==> src/rtl/iga_cfg.svh <==
`ifndef IGA_CFG_SVH
`define IGA_CFG_SVH
// Notes on behaviour
// - Left amp powered when its own enable or the left path enable is set.
// - Right amp powered when its own enable or the right path enable is set.
// - Power register: left path enable bit 5, right bit 4, both reset 0.
// - Amp control bits 3..0 connect pins 1..4; pin 1 resets on, others off.
// - Each amp has its own 6-bit gain, code zero gives the least gain.
// - Gain code in bits 5:0, reset 011111 (0dB), 111111 is the most gain.
// - Silence bit 7 in each volume register, reset 1, 1 silences the amp.
// - Zero-cross gate bit 6, reset 0; 0 applies at once, 1 waits for crossing.
// - With the gate on, a pending gain change waits for that path's crossing.
// - With the gate on, the timeout tick applies a change if no crossing came.
// - A volume write with update bit 0 stores the code, silence and gate bits; gate 0 releases a waiting change.
// - Writing update 1 to either volume register applies both gain codes.
// - Both silence settings take effect only on an update write.
// - Update trigger is write-only bit 8 of both volume registers.

// Register offsets
`define IGA_OFF_LVOL     8'h00
`define IGA_OFF_RVOL     8'h01
`define IGA_OFF_PWR      8'h19
`define IGA_OFF_LAMP     8'h25
`define IGA_OFF_RAMP     8'h26
`define IGA_OFF_TICK     8'h30
`define IGA_OFF_STAT     8'h31
// Volume register fields
`define IGA_B_UPDATE     8
`define IGA_B_SILENCE    7
`define IGA_B_ZC         6
`define IGA_CODE_HI      5
`define IGA_CODE_LO      0
`define IGA_CODE_RST     6'h1F
`define IGA_SILENCE_RST  1'h1
`define IGA_ZC_RST       1'h0
// Power and amp control fields
`define IGA_B_LPATH      5
`define IGA_B_RPATH      4
`define IGA_B_AMPPWR     4
`define IGA_PIN_HI       3
`define IGA_PIN_LO       0
`define IGA_PIN_RST      4'h8
`define IGA_PWR_RST      1'h0
// Timeout tick control fields
`define IGA_B_TICK_EN    0
`define IGA_TDIV_HI      3
`define IGA_TDIV_LO      1
`define IGA_TDIV_RST     3'h0
// Timing
`define IGA_CLK_NS       25
`define IGA_TBASE_NS     1600
`define IGA_TBASE_CYC    ((`IGA_TBASE_NS) / (`IGA_CLK_NS))
`endif

==> src/rtl/iga_pkg.sv <==
package iga_pkg;
	typedef enum logic [1:0] {
		IGA_ST_IDLE = 2'h1,
		IGA_ST_WAIT = 2'h2
	} iga_side_state_t;

	typedef struct packed {
		iga_side_state_t st;
		logic [5:0]      held_code;
		logic            held_silence;
		logic [5:0]      code;
		logic            silence;
	} iga_side_reg_t;

	typedef struct packed {
		logic [5:0]  lcode;
		logic        lsil;
		logic        lzc;
		logic [5:0]  rcode;
		logic        rsil;
		logic        rzc;
		logic        lpath;
		logic        rpath;
		logic        lamp;
		logic [3:0]  lpins;
		logic        ramp;
		logic [3:0]  rpins;
		logic        tick_en;
		logic [2:0]  tick_div;
		logic [15:0] tcnt;
		logic        tick;
		logic        upd;
		logic        zl_s1;
		logic        zl_s2;
		logic        zl_s3;
		logic        zr_s1;
		logic        zr_s2;
		logic        zr_s3;
		logic        zl_ev;
		logic        zr_ev;
		logic        lpow;
		logic        rpow;
		logic [15:0] rdata;
	} iga_top_reg_t;
endpackage : iga_pkg

==> src/rtl/iga_side_if.sv <==
interface iga_side_if;
	logic       update;
	logic       zc_enable;
	logic       zero_cross;
	logic       timeout;
	logic [5:0] staged_code;
	logic       staged_silence;
	logic [5:0] active_code;
	logic       active_silence;
	logic       pending;

	modport ctl (
		output update, zc_enable, zero_cross, timeout, staged_code, staged_silence,
		input  active_code, active_silence, pending
	);
	modport side (
		input  update, zc_enable, zero_cross, timeout, staged_code, staged_silence,
		output active_code, active_silence, pending
	);
endinterface : iga_side_if

==> src/rtl/iga_side_apply.sv <==
`include "iga_cfg.svh"

module iga_side_apply (
	input wire logic clk_in,   // System clock
	input wire logic rst_n_in, // Synchronous reset, active low
	iga_side_if.side sb        // Staged values in, active values out
);
	import iga_pkg::*;

	localparam iga_side_reg_t SIDE_RST = '{
		st:           IGA_ST_IDLE,
		held_code:    `IGA_CODE_RST,
		held_silence: `IGA_SILENCE_RST,
		code:         `IGA_CODE_RST,
		silence:      `IGA_SILENCE_RST
	};

	iga_side_reg_t r;
	iga_side_reg_t next_r;

	////////////////////////////////////////////////////////////////////////
	always_comb begin
		next_r = r;
		case (r.st)
			IGA_ST_IDLE: begin
				if (sb.update) begin
					next_r.held_code    = sb.staged_code;
					next_r.held_silence = sb.staged_silence;
					if (sb.zc_enable) begin
						next_r.st = IGA_ST_WAIT;
					end else begin
						next_r.code    = sb.staged_code;
						next_r.silence = sb.staged_silence;
					end
				end
			end
			IGA_ST_WAIT: begin
				// A fresh update replaces what is still waiting
				if (sb.update) begin
					next_r.held_code    = sb.staged_code;
					next_r.held_silence = sb.staged_silence;
				end
				// Gate cleared while waiting releases the change at once
				if (sb.zero_cross || sb.timeout || !sb.zc_enable) begin
					next_r.code    = next_r.held_code;
					next_r.silence = next_r.held_silence;
					next_r.st      = IGA_ST_IDLE;
				end
			end
			default: begin
				next_r = SIDE_RST;
			end
		endcase
	end

	always_ff @(posedge clk_in) begin
		if (!rst_n_in) begin
			r <= SIDE_RST;
		end else begin
			r <= next_r;
		end
	end

	assign sb.active_code    = r.code;
	assign sb.active_silence = r.silence;
	assign sb.pending        = (r.st == IGA_ST_WAIT);
endmodule : iga_side_apply

==> src/rtl/iga_top.sv <==
// Our own choice: the strobed register port.
`include "iga_cfg.svh"

module iga_top #(
	parameter int TICK_BASE_CYC = `IGA_TBASE_CYC  // Timeout tick base period in clocks
) (
	input  wire logic        MCLK_IN,               // System clock, 40 MHz
	input  wire logic        RSTN_IN,               // Synchronous reset, active low
	input  wire logic [7:0]  ADDR_IN,               // Register address
	input  wire logic [15:0] WDATA_IN,              // Write data
	input  wire logic        WR_IN,                 // Write strobe
	input  wire logic        RD_IN,                 // Read strobe
	input  wire logic        ZC_LEFT_IN,            // Left path signal polarity
	input  wire logic        ZC_RIGHT_IN,           // Right path signal polarity
	output logic      [15:0] RDATA_OUT,             // Read data, one cycle after strobe
	output logic             LEFT_AMP_POWER_OUT,    // Left amplifier powered
	output logic             RIGHT_AMP_POWER_OUT,   // Right amplifier powered
	output logic             LEFT_MIXER_POWER_OUT,  // Left input mixer powered
	output logic             RIGHT_MIXER_POWER_OUT, // Right input mixer powered
	output logic      [3:0]  LEFT_PIN_SELECT_OUT,   // Left pins 1..4 at bits 3..0
	output logic      [3:0]  RIGHT_PIN_SELECT_OUT,  // Right pins 1..4 at bits 3..0
	output logic      [5:0]  LEFT_GAIN_CODE_OUT,    // Applied left gain code
	output logic      [5:0]  RIGHT_GAIN_CODE_OUT,   // Applied right gain code
	output logic             LEFT_SILENCE_OUT,      // Applied left mute
	output logic             RIGHT_SILENCE_OUT      // Applied right mute
);
	import iga_pkg::*;

	localparam iga_top_reg_t TOP_RST = '{
		lcode:    `IGA_CODE_RST,
		lsil:     `IGA_SILENCE_RST,
		lzc:      `IGA_ZC_RST,
		rcode:    `IGA_CODE_RST,
		rsil:     `IGA_SILENCE_RST,
		rzc:      `IGA_ZC_RST,
		lpath:    `IGA_PWR_RST,
		rpath:    `IGA_PWR_RST,
		lamp:     `IGA_PWR_RST,
		lpins:    `IGA_PIN_RST,
		ramp:     `IGA_PWR_RST,
		rpins:    `IGA_PIN_RST,
		tick_en:  1'h0,
		tick_div: `IGA_TDIV_RST,
		tcnt:     16'h0000,
		tick:     1'h0,
		upd:      1'h0,
		zl_s1:    1'h0,
		zl_s2:    1'h0,
		zl_s3:    1'h0,
		zr_s1:    1'h0,
		zr_s2:    1'h0,
		zr_s3:    1'h0,
		zl_ev:    1'h0,
		zr_ev:    1'h0,
		lpow:     1'h0,
		rpow:     1'h0,
		rdata:    16'h0000
	};

	iga_top_reg_t r;
	iga_top_reg_t next_r;

	iga_side_if lif ();
	iga_side_if rif ();

	////////////////////////////////////////////////////////////////////////
	// Helpers

	// Readback of a volume register; the update bit reads as zero
	function automatic logic [15:0] vol_read(
		input logic       sil,
		input logic       zc,
		input logic [5:0] code
	);
		logic [15:0] v;
		v = 16'h0000;
		v[`IGA_B_SILENCE] = sil;
		v[`IGA_B_ZC] = zc;
		v[`IGA_CODE_HI:`IGA_CODE_LO] = code;
		return v;
	endfunction : vol_read

	// Readback of an amplifier control register
	function automatic logic [15:0] amp_read(
		input logic       en,
		input logic [3:0] pins
	);
		logic [15:0] v;
		v = 16'h0000;
		v[`IGA_B_AMPPWR] = en;
		v[`IGA_PIN_HI:`IGA_PIN_LO] = pins;
		return v;
	endfunction : amp_read

	// Timeout period in clocks: base period doubled per divider step
	function automatic logic [15:0] tick_limit(
		input logic [2:0] div
	);
		return 16'(TICK_BASE_CYC) << div;
	endfunction : tick_limit

	////////////////////////////////////////////////////////////////////////
	// Next state

	always_comb begin
		next_r       = r;
		next_r.rdata = 16'h0000;
		next_r.tick  = 1'h0;
		next_r.upd   = 1'h0;

		// Polarity inputs cross in over two flip-flops, third stage finds edges
		next_r.zl_s1 = ZC_LEFT_IN;
		next_r.zl_s2 = r.zl_s1;
		next_r.zl_s3 = r.zl_s2;
		next_r.zr_s1 = ZC_RIGHT_IN;
		next_r.zr_s2 = r.zr_s1;
		next_r.zr_s3 = r.zr_s2;
		next_r.zl_ev = r.zl_s2 ^ r.zl_s3;
		next_r.zr_ev = r.zr_s2 ^ r.zr_s3;

		// Timeout tick divider
		if (!r.tick_en) begin
			next_r.tcnt = 16'h0000;
		end else if (r.tcnt >= tick_limit(r.tick_div) - 16'h0001) begin
			next_r.tcnt = 16'h0000;
			next_r.tick = 1'h1;
		end else begin
			next_r.tcnt = r.tcnt + 16'h0001;
		end

		// Register writes
		if (WR_IN) begin
			case (ADDR_IN)
				`IGA_OFF_LVOL: begin
					next_r.lcode = WDATA_IN[`IGA_CODE_HI:`IGA_CODE_LO];
					next_r.lsil  = WDATA_IN[`IGA_B_SILENCE];
					next_r.lzc   = WDATA_IN[`IGA_B_ZC];
					next_r.upd   = WDATA_IN[`IGA_B_UPDATE];
				end
				`IGA_OFF_RVOL: begin
					next_r.rcode = WDATA_IN[`IGA_CODE_HI:`IGA_CODE_LO];
					next_r.rsil  = WDATA_IN[`IGA_B_SILENCE];
					next_r.rzc   = WDATA_IN[`IGA_B_ZC];
					next_r.upd   = WDATA_IN[`IGA_B_UPDATE];
				end
				`IGA_OFF_PWR: begin
					next_r.lpath = WDATA_IN[`IGA_B_LPATH];
					next_r.rpath = WDATA_IN[`IGA_B_RPATH];
				end
				`IGA_OFF_LAMP: begin
					next_r.lamp  = WDATA_IN[`IGA_B_AMPPWR];
					next_r.lpins = WDATA_IN[`IGA_PIN_HI:`IGA_PIN_LO];
				end
				`IGA_OFF_RAMP: begin
					next_r.ramp  = WDATA_IN[`IGA_B_AMPPWR];
					next_r.rpins = WDATA_IN[`IGA_PIN_HI:`IGA_PIN_LO];
				end
				`IGA_OFF_TICK: begin
					next_r.tick_en  = WDATA_IN[`IGA_B_TICK_EN];
					next_r.tick_div = WDATA_IN[`IGA_TDIV_HI:`IGA_TDIV_LO];
				end
				default: begin
				end
			endcase
		end

		// Amplifier power follows its own enable or the path enable
		next_r.lpow = next_r.lamp | next_r.lpath;
		next_r.rpow = next_r.ramp | next_r.rpath;

		// Register reads; unmapped addresses read as zero
		if (RD_IN) begin
			case (ADDR_IN)
				`IGA_OFF_LVOL: begin
					next_r.rdata = vol_read(r.lsil, r.lzc, r.lcode);
				end
				`IGA_OFF_RVOL: begin
					next_r.rdata = vol_read(r.rsil, r.rzc, r.rcode);
				end
				`IGA_OFF_PWR: begin
					next_r.rdata[`IGA_B_LPATH] = r.lpath;
					next_r.rdata[`IGA_B_RPATH] = r.rpath;
				end
				`IGA_OFF_LAMP: begin
					next_r.rdata = amp_read(r.lamp, r.lpins);
				end
				`IGA_OFF_RAMP: begin
					next_r.rdata = amp_read(r.ramp, r.rpins);
				end
				`IGA_OFF_TICK: begin
					next_r.rdata[`IGA_B_TICK_EN] = r.tick_en;
					next_r.rdata[`IGA_TDIV_HI:`IGA_TDIV_LO] = r.tick_div;
				end
				`IGA_OFF_STAT: begin
					next_r.rdata[0] = lif.pending;
					next_r.rdata[1] = rif.pending;
					next_r.rdata[2] = lif.active_silence;
					next_r.rdata[3] = rif.active_silence;
					next_r.rdata[4] = r.lpow;
					next_r.rdata[5] = r.rpow;
				end
				default: begin
					next_r.rdata = 16'h0000;
				end
			endcase
		end
	end

	always_ff @(posedge MCLK_IN) begin
		if (!RSTN_IN) begin
			r <= TOP_RST;
		end else begin
			r <= next_r;
		end
	end

	////////////////////////////////////////////////////////////////////////
	// Staged to active per side; one update reaches both sides together

	assign lif.update         = r.upd;
	assign lif.zc_enable      = r.lzc;
	assign lif.zero_cross     = r.zl_ev;
	assign lif.timeout        = r.tick;
	assign lif.staged_code    = r.lcode;
	assign lif.staged_silence = r.lsil;

	assign rif.update         = r.upd;
	assign rif.zc_enable      = r.rzc;
	assign rif.zero_cross     = r.zr_ev;
	assign rif.timeout        = r.tick;
	assign rif.staged_code    = r.rcode;
	assign rif.staged_silence = r.rsil;

	iga_side_apply u_left (
		.clk_in   (MCLK_IN),
		.rst_n_in (RSTN_IN),
		.sb       (lif.side)
	);

	iga_side_apply u_right (
		.clk_in   (MCLK_IN),
		.rst_n_in (RSTN_IN),
		.sb       (rif.side)
	);

	////////////////////////////////////////////////////////////////////////
	// Outputs

	assign RDATA_OUT             = r.rdata;
	assign LEFT_AMP_POWER_OUT    = r.lpow;
	assign RIGHT_AMP_POWER_OUT   = r.rpow;
	assign LEFT_MIXER_POWER_OUT  = r.lpath;
	assign RIGHT_MIXER_POWER_OUT = r.rpath;
	assign LEFT_PIN_SELECT_OUT   = r.lpins;
	assign RIGHT_PIN_SELECT_OUT  = r.rpins;
	assign LEFT_GAIN_CODE_OUT    = lif.active_code;
	assign RIGHT_GAIN_CODE_OUT   = rif.active_code;
	assign LEFT_SILENCE_OUT      = lif.active_silence;
	assign RIGHT_SILENCE_OUT     = rif.active_silence;
endmodule : iga_top

==> config.mk <==
export PLATFORM = sky130hd
export DESIGN_NAME = iga_top
export DESIGN_NICKNAME = d
export VERILOG_FILES = /design/src/rtl/iga_pkg.sv /design/src/rtl/iga_side_if.sv /design/src/rtl/iga_side_apply.sv /design/src/rtl/iga_top.sv
export VERILOG_INCLUDE_DIRS = /design/src /design/src/rtl
export SDC_FILE = /design/constraint.sdc
export NUM_CORES = 1
export LEC_CHECK = 0
export BUFFER_PORTS_ARGS = -buffer_cell sky130_fd_sc_hd__buf_2
export CORE_ASPECT_RATIO = 0.9
export CORE_MARGIN = 2
export CORE_UTILIZATION = 50
export CTS_CLUSTER_SIZE = 25
export DETAILED_ROUTE_END_ITERATION = 16
export PLACE_DENSITY_LB_ADDON = 0.1
export SKIP_CTS_REPAIR_TIMING = 1
export SYNTH_ARGS = -nofsm -noshare
export SYNTH_HDL_FRONTEND = slang
export SYNTH_SLANG_ARGS = --single-unit
==> constraint.sdc <==
create_clock -name MCLK_IN -period 5.4 [get_ports MCLK_IN]
set_input_delay 0.27 -clock MCLK_IN [delete_from_list [all_inputs] [get_ports MCLK_IN]]
set_output_delay 0.27 -clock MCLK_IN [all_outputs]
set_load 0.02 [all_outputs]
# ---- After elaboration in Yosys (flattened, before gate mapping)
# Cells that the tools add are included.
# Widths: inputs -> output; s select.
dict set report word_totals {
  ff_bits 108
  in_bits 30
  out_inout_bits 42
}
dict set report op_classes {
  eq_ne 18
  n_addsub 2
  bitwise_logic 6
  n_shift 1
  n_lt_le_gt_ge 1
  mux 23
  reduce_logical 21
}
# op count
set op_table {}
lappend op_table {{$pmux 16 s2} 2}
lappend op_table {{$mux 16} 3}
lappend op_table {{$mux 7} 6}
lappend op_table {{$eq 8x6->1 const B} 4}
lappend op_table {{$pmux 4 s6} 1}
lappend op_table {{$add 16x1->16 const B} 1}
lappend op_table {{$ge 16x16->1} 1}
lappend op_table {{$shl 7x3->16 const A} 1}
lappend op_table {{$sub 16x1->16 const B} 1}
lappend op_table {{$reduce_and 3->1} 5}
lappend op_table {{$reduce_and 2->1} 7}
lappend op_table {{$ne 2x2->1 const B} 6}
lappend op_table {{$pmux 2 s6} 1}
lappend op_table {{$mux 2} 5}
lappend op_table {{$mux 5} 2}
lappend op_table {{$eq 8x1->1 const B} 1}
lappend op_table {{$eq 8x5->1 const B} 1}
lappend op_table {{$logic_not 8->1} 1}
lappend op_table {{$eq 2x1->1 const B} 2}
lappend op_table {{$eq 2x2->1 const B} 2}
lappend op_table {{$logic_or 1x1->1} 4}
lappend op_table {{$mux 4} 1}
lappend op_table {{$ne 2x1->1 const B} 2}
lappend op_table {{$pmux 2 s2} 1}
lappend op_table {{7 further kinds} 11}

# ---- Depth between registers and ports, before layout
dict set report depth {
  depth_word 4
  ltp_mapped 14
}

# ---- By module
# A second synthesis with hierarchy kept.
dict set report hier_totals {
  cells_unflattened 582
  area_unflattened_um2 5566.6
}
# module cells_per_inst area_each_um2 instances
set by_module_without_submodules {}
lappend by_module_without_submodules {iga_top 360 3454.6 1}
lappend by_module_without_submodules {iga_side_apply 111 1056.0 2}

# ---- Least setup slack after synthesis
# No wires, ideal clock.
dict set report synth_path {
  path_type {reg-to-reg}
  start {reg r[44] (netlist name)}
  end {reg r[34] (netlist name)}
  stages_incl_launch_ff 15
  arrival_ps 2679
  slack_ps 2643
  required_ps 5322
  period_less_slack_ps 2757
  path_cell_list {dfxtp_1 > clkbuf_1 > or3_1 > ha_1 > clkbuf_1 > nor3_1 > a21o_1 > a21oi_1 > ha_1 > nand2_1 > o21ai_1 > a221o_1 > buf_2 > buf_2 > nor3_1}
}
dict set report synth_via {
  elab_chain_cells 4
}
# element line_no
set synth_rtl {}
lappend synth_rtl {{start, declared} iga_top.sv:60} ;# iga_top_reg_t r;
lappend synth_rtl {{start signal, assigned} iga_top.sv:213} ;# r <= next_r;
lappend synth_rtl {{$shl 7x3->16} iga_top.sv:99} ;# return 16'(TICK_BASE_CYC) << div;
lappend synth_rtl {{$sub 16x1->16} iga_top.sv:124} ;# end else if (r.tcnt >= tick_limit(r.tick_div) - 16'h0001) begin
lappend synth_rtl {{$ge 16x16->1} iga_top.sv:124}
lappend synth_rtl {{$reduce_or 3->1 (no line)} --}
# No other way between the ends.
# A chain may end at the register's enable or synchronous reset.

# ---- Final worst setup path
dict set report layout_path {
  start {reg r[44] (netlist name)}
  end {reg r[28] (netlist name)}
}
# The elaborated chain is that of the path after synthesis.

==> metrics <==
fin crit period=3000 ps; CTS buffer count=9; Fin. Hold Viols=0; Req. time, crit path=5600 ps; vias in the first global route=3505; async set-reset flop share out of synthesis=0%; Max-Slew Margin vs Limit=roughly 36%; Final setup viols=0; Die H=98.5 µm; grt total ovfl=0; Via Count=3756; NumNets Final=596; first-pass GRT wire length=between 15000 and 20000 µm; post-synthesis sequential area ratio=between 40% and 50%; Synth Area per Inst=about 9.3 µm²; post-synth top area share=40.3%; r2r endpoint=r[28]; cell count after placement=663; Area after DPL=5050 µm²; Critical Path AT=between 3000 and 4000 ps; die area=10700 µm²; Netlist cell types=58; GR Util All Layers=21.1%; max-cap viol count=0; Worst VDD drop=0.176 mV; DRC Markers=0; CORE AREA=9660 µm²; Detailed Routing Iterations Pass 1=5; min-delay src=ZC_RIGHT_IN; antenna viol nets, final=0; worst reg-to-reg path cell count=8; # rows=34; DR iter-0 viols=223; Leakage=approximately 2.3 nW; top cells by area, synth=dfxtp_1 (40%), mux2i_1 (7.9%), buf_4 (5.7%), nand2_1 (4.7%), ha_1 (4.5%); yosys warns=0; Syn Inst Count=534; TritonCTS clock tree=built; Slew @ Worst Pin=954 ps; share of cells above drive strength 1=16.3%; area grow syn2layout=5.85%; WL final=10800 µm; clk_lat worst skew=360 ps; H-tree levels=3; Initial Utilization=51.4%; Final Cycle Share=55.6%; setup_tns=0 ps; Worst Path Max Fanout=16; skew final=16.1 ps; hold slack=118 ps; die width=109 µm; fin worst setup slack=~2400 ps; Port Buffers=56; Post-DP HPWL=between 7000 and 8000 µm; Avg Vias per Cell=approximately 5.5; Clock Path Buffers=2; Hold Path Class=in2reg; r2r setup slk=2400 ps; CTS root buf=clkbuf_8; outcome=complete, no violations; largest net degree at the start of global routing=79; CTS clock-pin slew for the worst setup and hold paths=about 100 ps; Final Slew Violations=0; initial antenna violation count=0; Final Cell Area=about 5300 µm²; Max Freq=333 MHz; FF-to-FF Start=r[44]; Worst Setup End Kind=register; Startpoint Class=register; placer congestion estimate=0.895; CTS sink cnt=100; pre-CTS setup slack=2410 ps; # diodes=0; synthesis-stage register bit count=100; Top Ports=around 70; EDFF count, synth=0; Avg WL per Cell=between 15 and 20 µm; Hold Crit Depth=2; ys flop type=dfxtp_1; Synth area leader=dfxtp_1; Worst Path Class, Setup=reg2reg; mapped cell area=4960 µm²; power per standard cell area=338 nW/µm²; RSZ-0062 raised after global routing=no; Non-Filler Instances=679; Min-Delay Endpoint=next_r[21]
[power by group]
group | switching [W] | leakage, nW | total (W) | internal, W
clock network | 0.000275 | 0.106 | 0.000497 | 0.000222
logic | 0.000265 | 1.34 | 0.000447 | 0.000182
registers | 0.0000349 | 0.811 | 0.000832 | 0.000797
[final cells by class]
| type | count | area (µm²) |
|---|---|---|
| fillers | 909 | 4400 |
| multi-input cells | 369 | 2560 |
| flip-flops and latches | 100 | 2000 |
| repair buffers | 57 | 288 |
| well taps | 126 | 158 |
| clock buffers | 9 | 124 |
| clock inverters | 7 | 81.3 |
| inverters | 11 | 41.3 |
[per-stage QoR]
step	power (W)	util (%)
6_report	0.00178	54.4
3_5_place_dp	0.00130	52.3
2_1_floorplan	0.00123	-
5_1_grt	0.00188	54.4
4_1_cts	0.00180	54.4
3_3_place_gp	0.00129	52.3
[Yosys cell counts (all sizes together), types with 11 or more instances]
cell	count
nor2	17
inv	11
nand3	20
and2	14
buf	46
dfxtp	100
nand4	12
mux2i	39
nor3	24
a21boi	12
clkbuf	16
ha	18
nand2	62
a21oi	15
nor2b	17
[per-layer routing]
layer | GRT usage [%] | vias to the layer above | wire, µm
met4 | 6.21 | 0 | 140
li1 | - | 1883 | -
met1 | 30.9 | 1744 | 5270
met2 | 30.2 | 118 | 4600
met5 | 0 | - | 0
met3 | 5.56 | 11 | 757
[worst max path at each step]
stage,from,endpoint,slack [ps],depth (start not counted)
finish,r[44],r[28],2400,8
detailed placement,r[44],r[28],2410,8
global route,r[44],r[28],2160,9
CTS,r[44],r[28],2400,8
floorplan,r[44],r[34],2640,14
global placement,r[44],r[43],2500,8
[logic make-up (layout without fill, tap and decap cells)]
kind of cell             after synthesis  after routing  share of synthesized area (%)
AO/OA/AOI/OAI                         85             85                           13.4
XOR/XNOR                              17             17                           3.00
adder cells (fa/ha/maj)               18             18                           4.54
buffers and inverters                 73             84                           8.69
flip-flops                           100            100                           40.3
multiplexers                          40             40                           8.09
other                                  2             10                          0.151
AND/OR/NAND/NOR                      199            199                           21.8
[state kept, by name (all words and copies together) (netlist names), 4 cells and up]
| register | flops |
|---|---|
| lif.staged_code | 6 |
| u_right.sb.active_code | 6 |
| u_left.sb.active_code | 6 |
| u_left.r | 9 |
| LEFT_PIN_SELECT_OUT | 4 |
| next_r | 4 |
| r | 24 |
| u_right.r | 9 |
| rif.staged_code | 6 |
| RIGHT_PIN_SELECT_OUT | 4 |
| RDATA_OUT | 8 |
[placed cells by master (no fill, tap or decap), types with 4 or more instances in the layout]
| cell type | instances |
|---|---|
| nand4_1 | 9 |
| a21boi_0 | 12 |
| a21oi_1 | 15 |
| a221o_1 | 7 |
| nand2b_1 | 10 |
| or3_1 | 4 |
| clkbuf_8 | 9 |
| a21o_1 | 6 |
| buf_2 | 56 |
| xor2_1 | 7 |
| nand3_1 | 19 |
| dfxtp_1 | 100 |
| xnor2_1 | 10 |
| ha_1 | 18 |
| mux2i_1 | 39 |
| nor3_1 | 23 |
| and3_1 | 4 |
| nor2b_1 | 17 |
| and2_1 | 12 |
| nand2_1 | 62 |
| nor4_1 | 4 |
| inv_1 | 11 |
| a22oi_1 | 4 |
| a22o_1 | 6 |
| nor2_1 | 17 |
| conb_1 | 10 |
| o211ai_1 | 6 |
| a221oi_1 | 6 |
[critical path, cell delays in order (launching register included)]
cell	delay, ps
dfxtp_1	400
or3_1	420
ha_1	280
xor2_1	170
o21a_1	180
ha_1	300
nand3_1	140
o41ai_4	860
nor3_1	100
No activity file was read; power rests on OpenSTA's default activity.
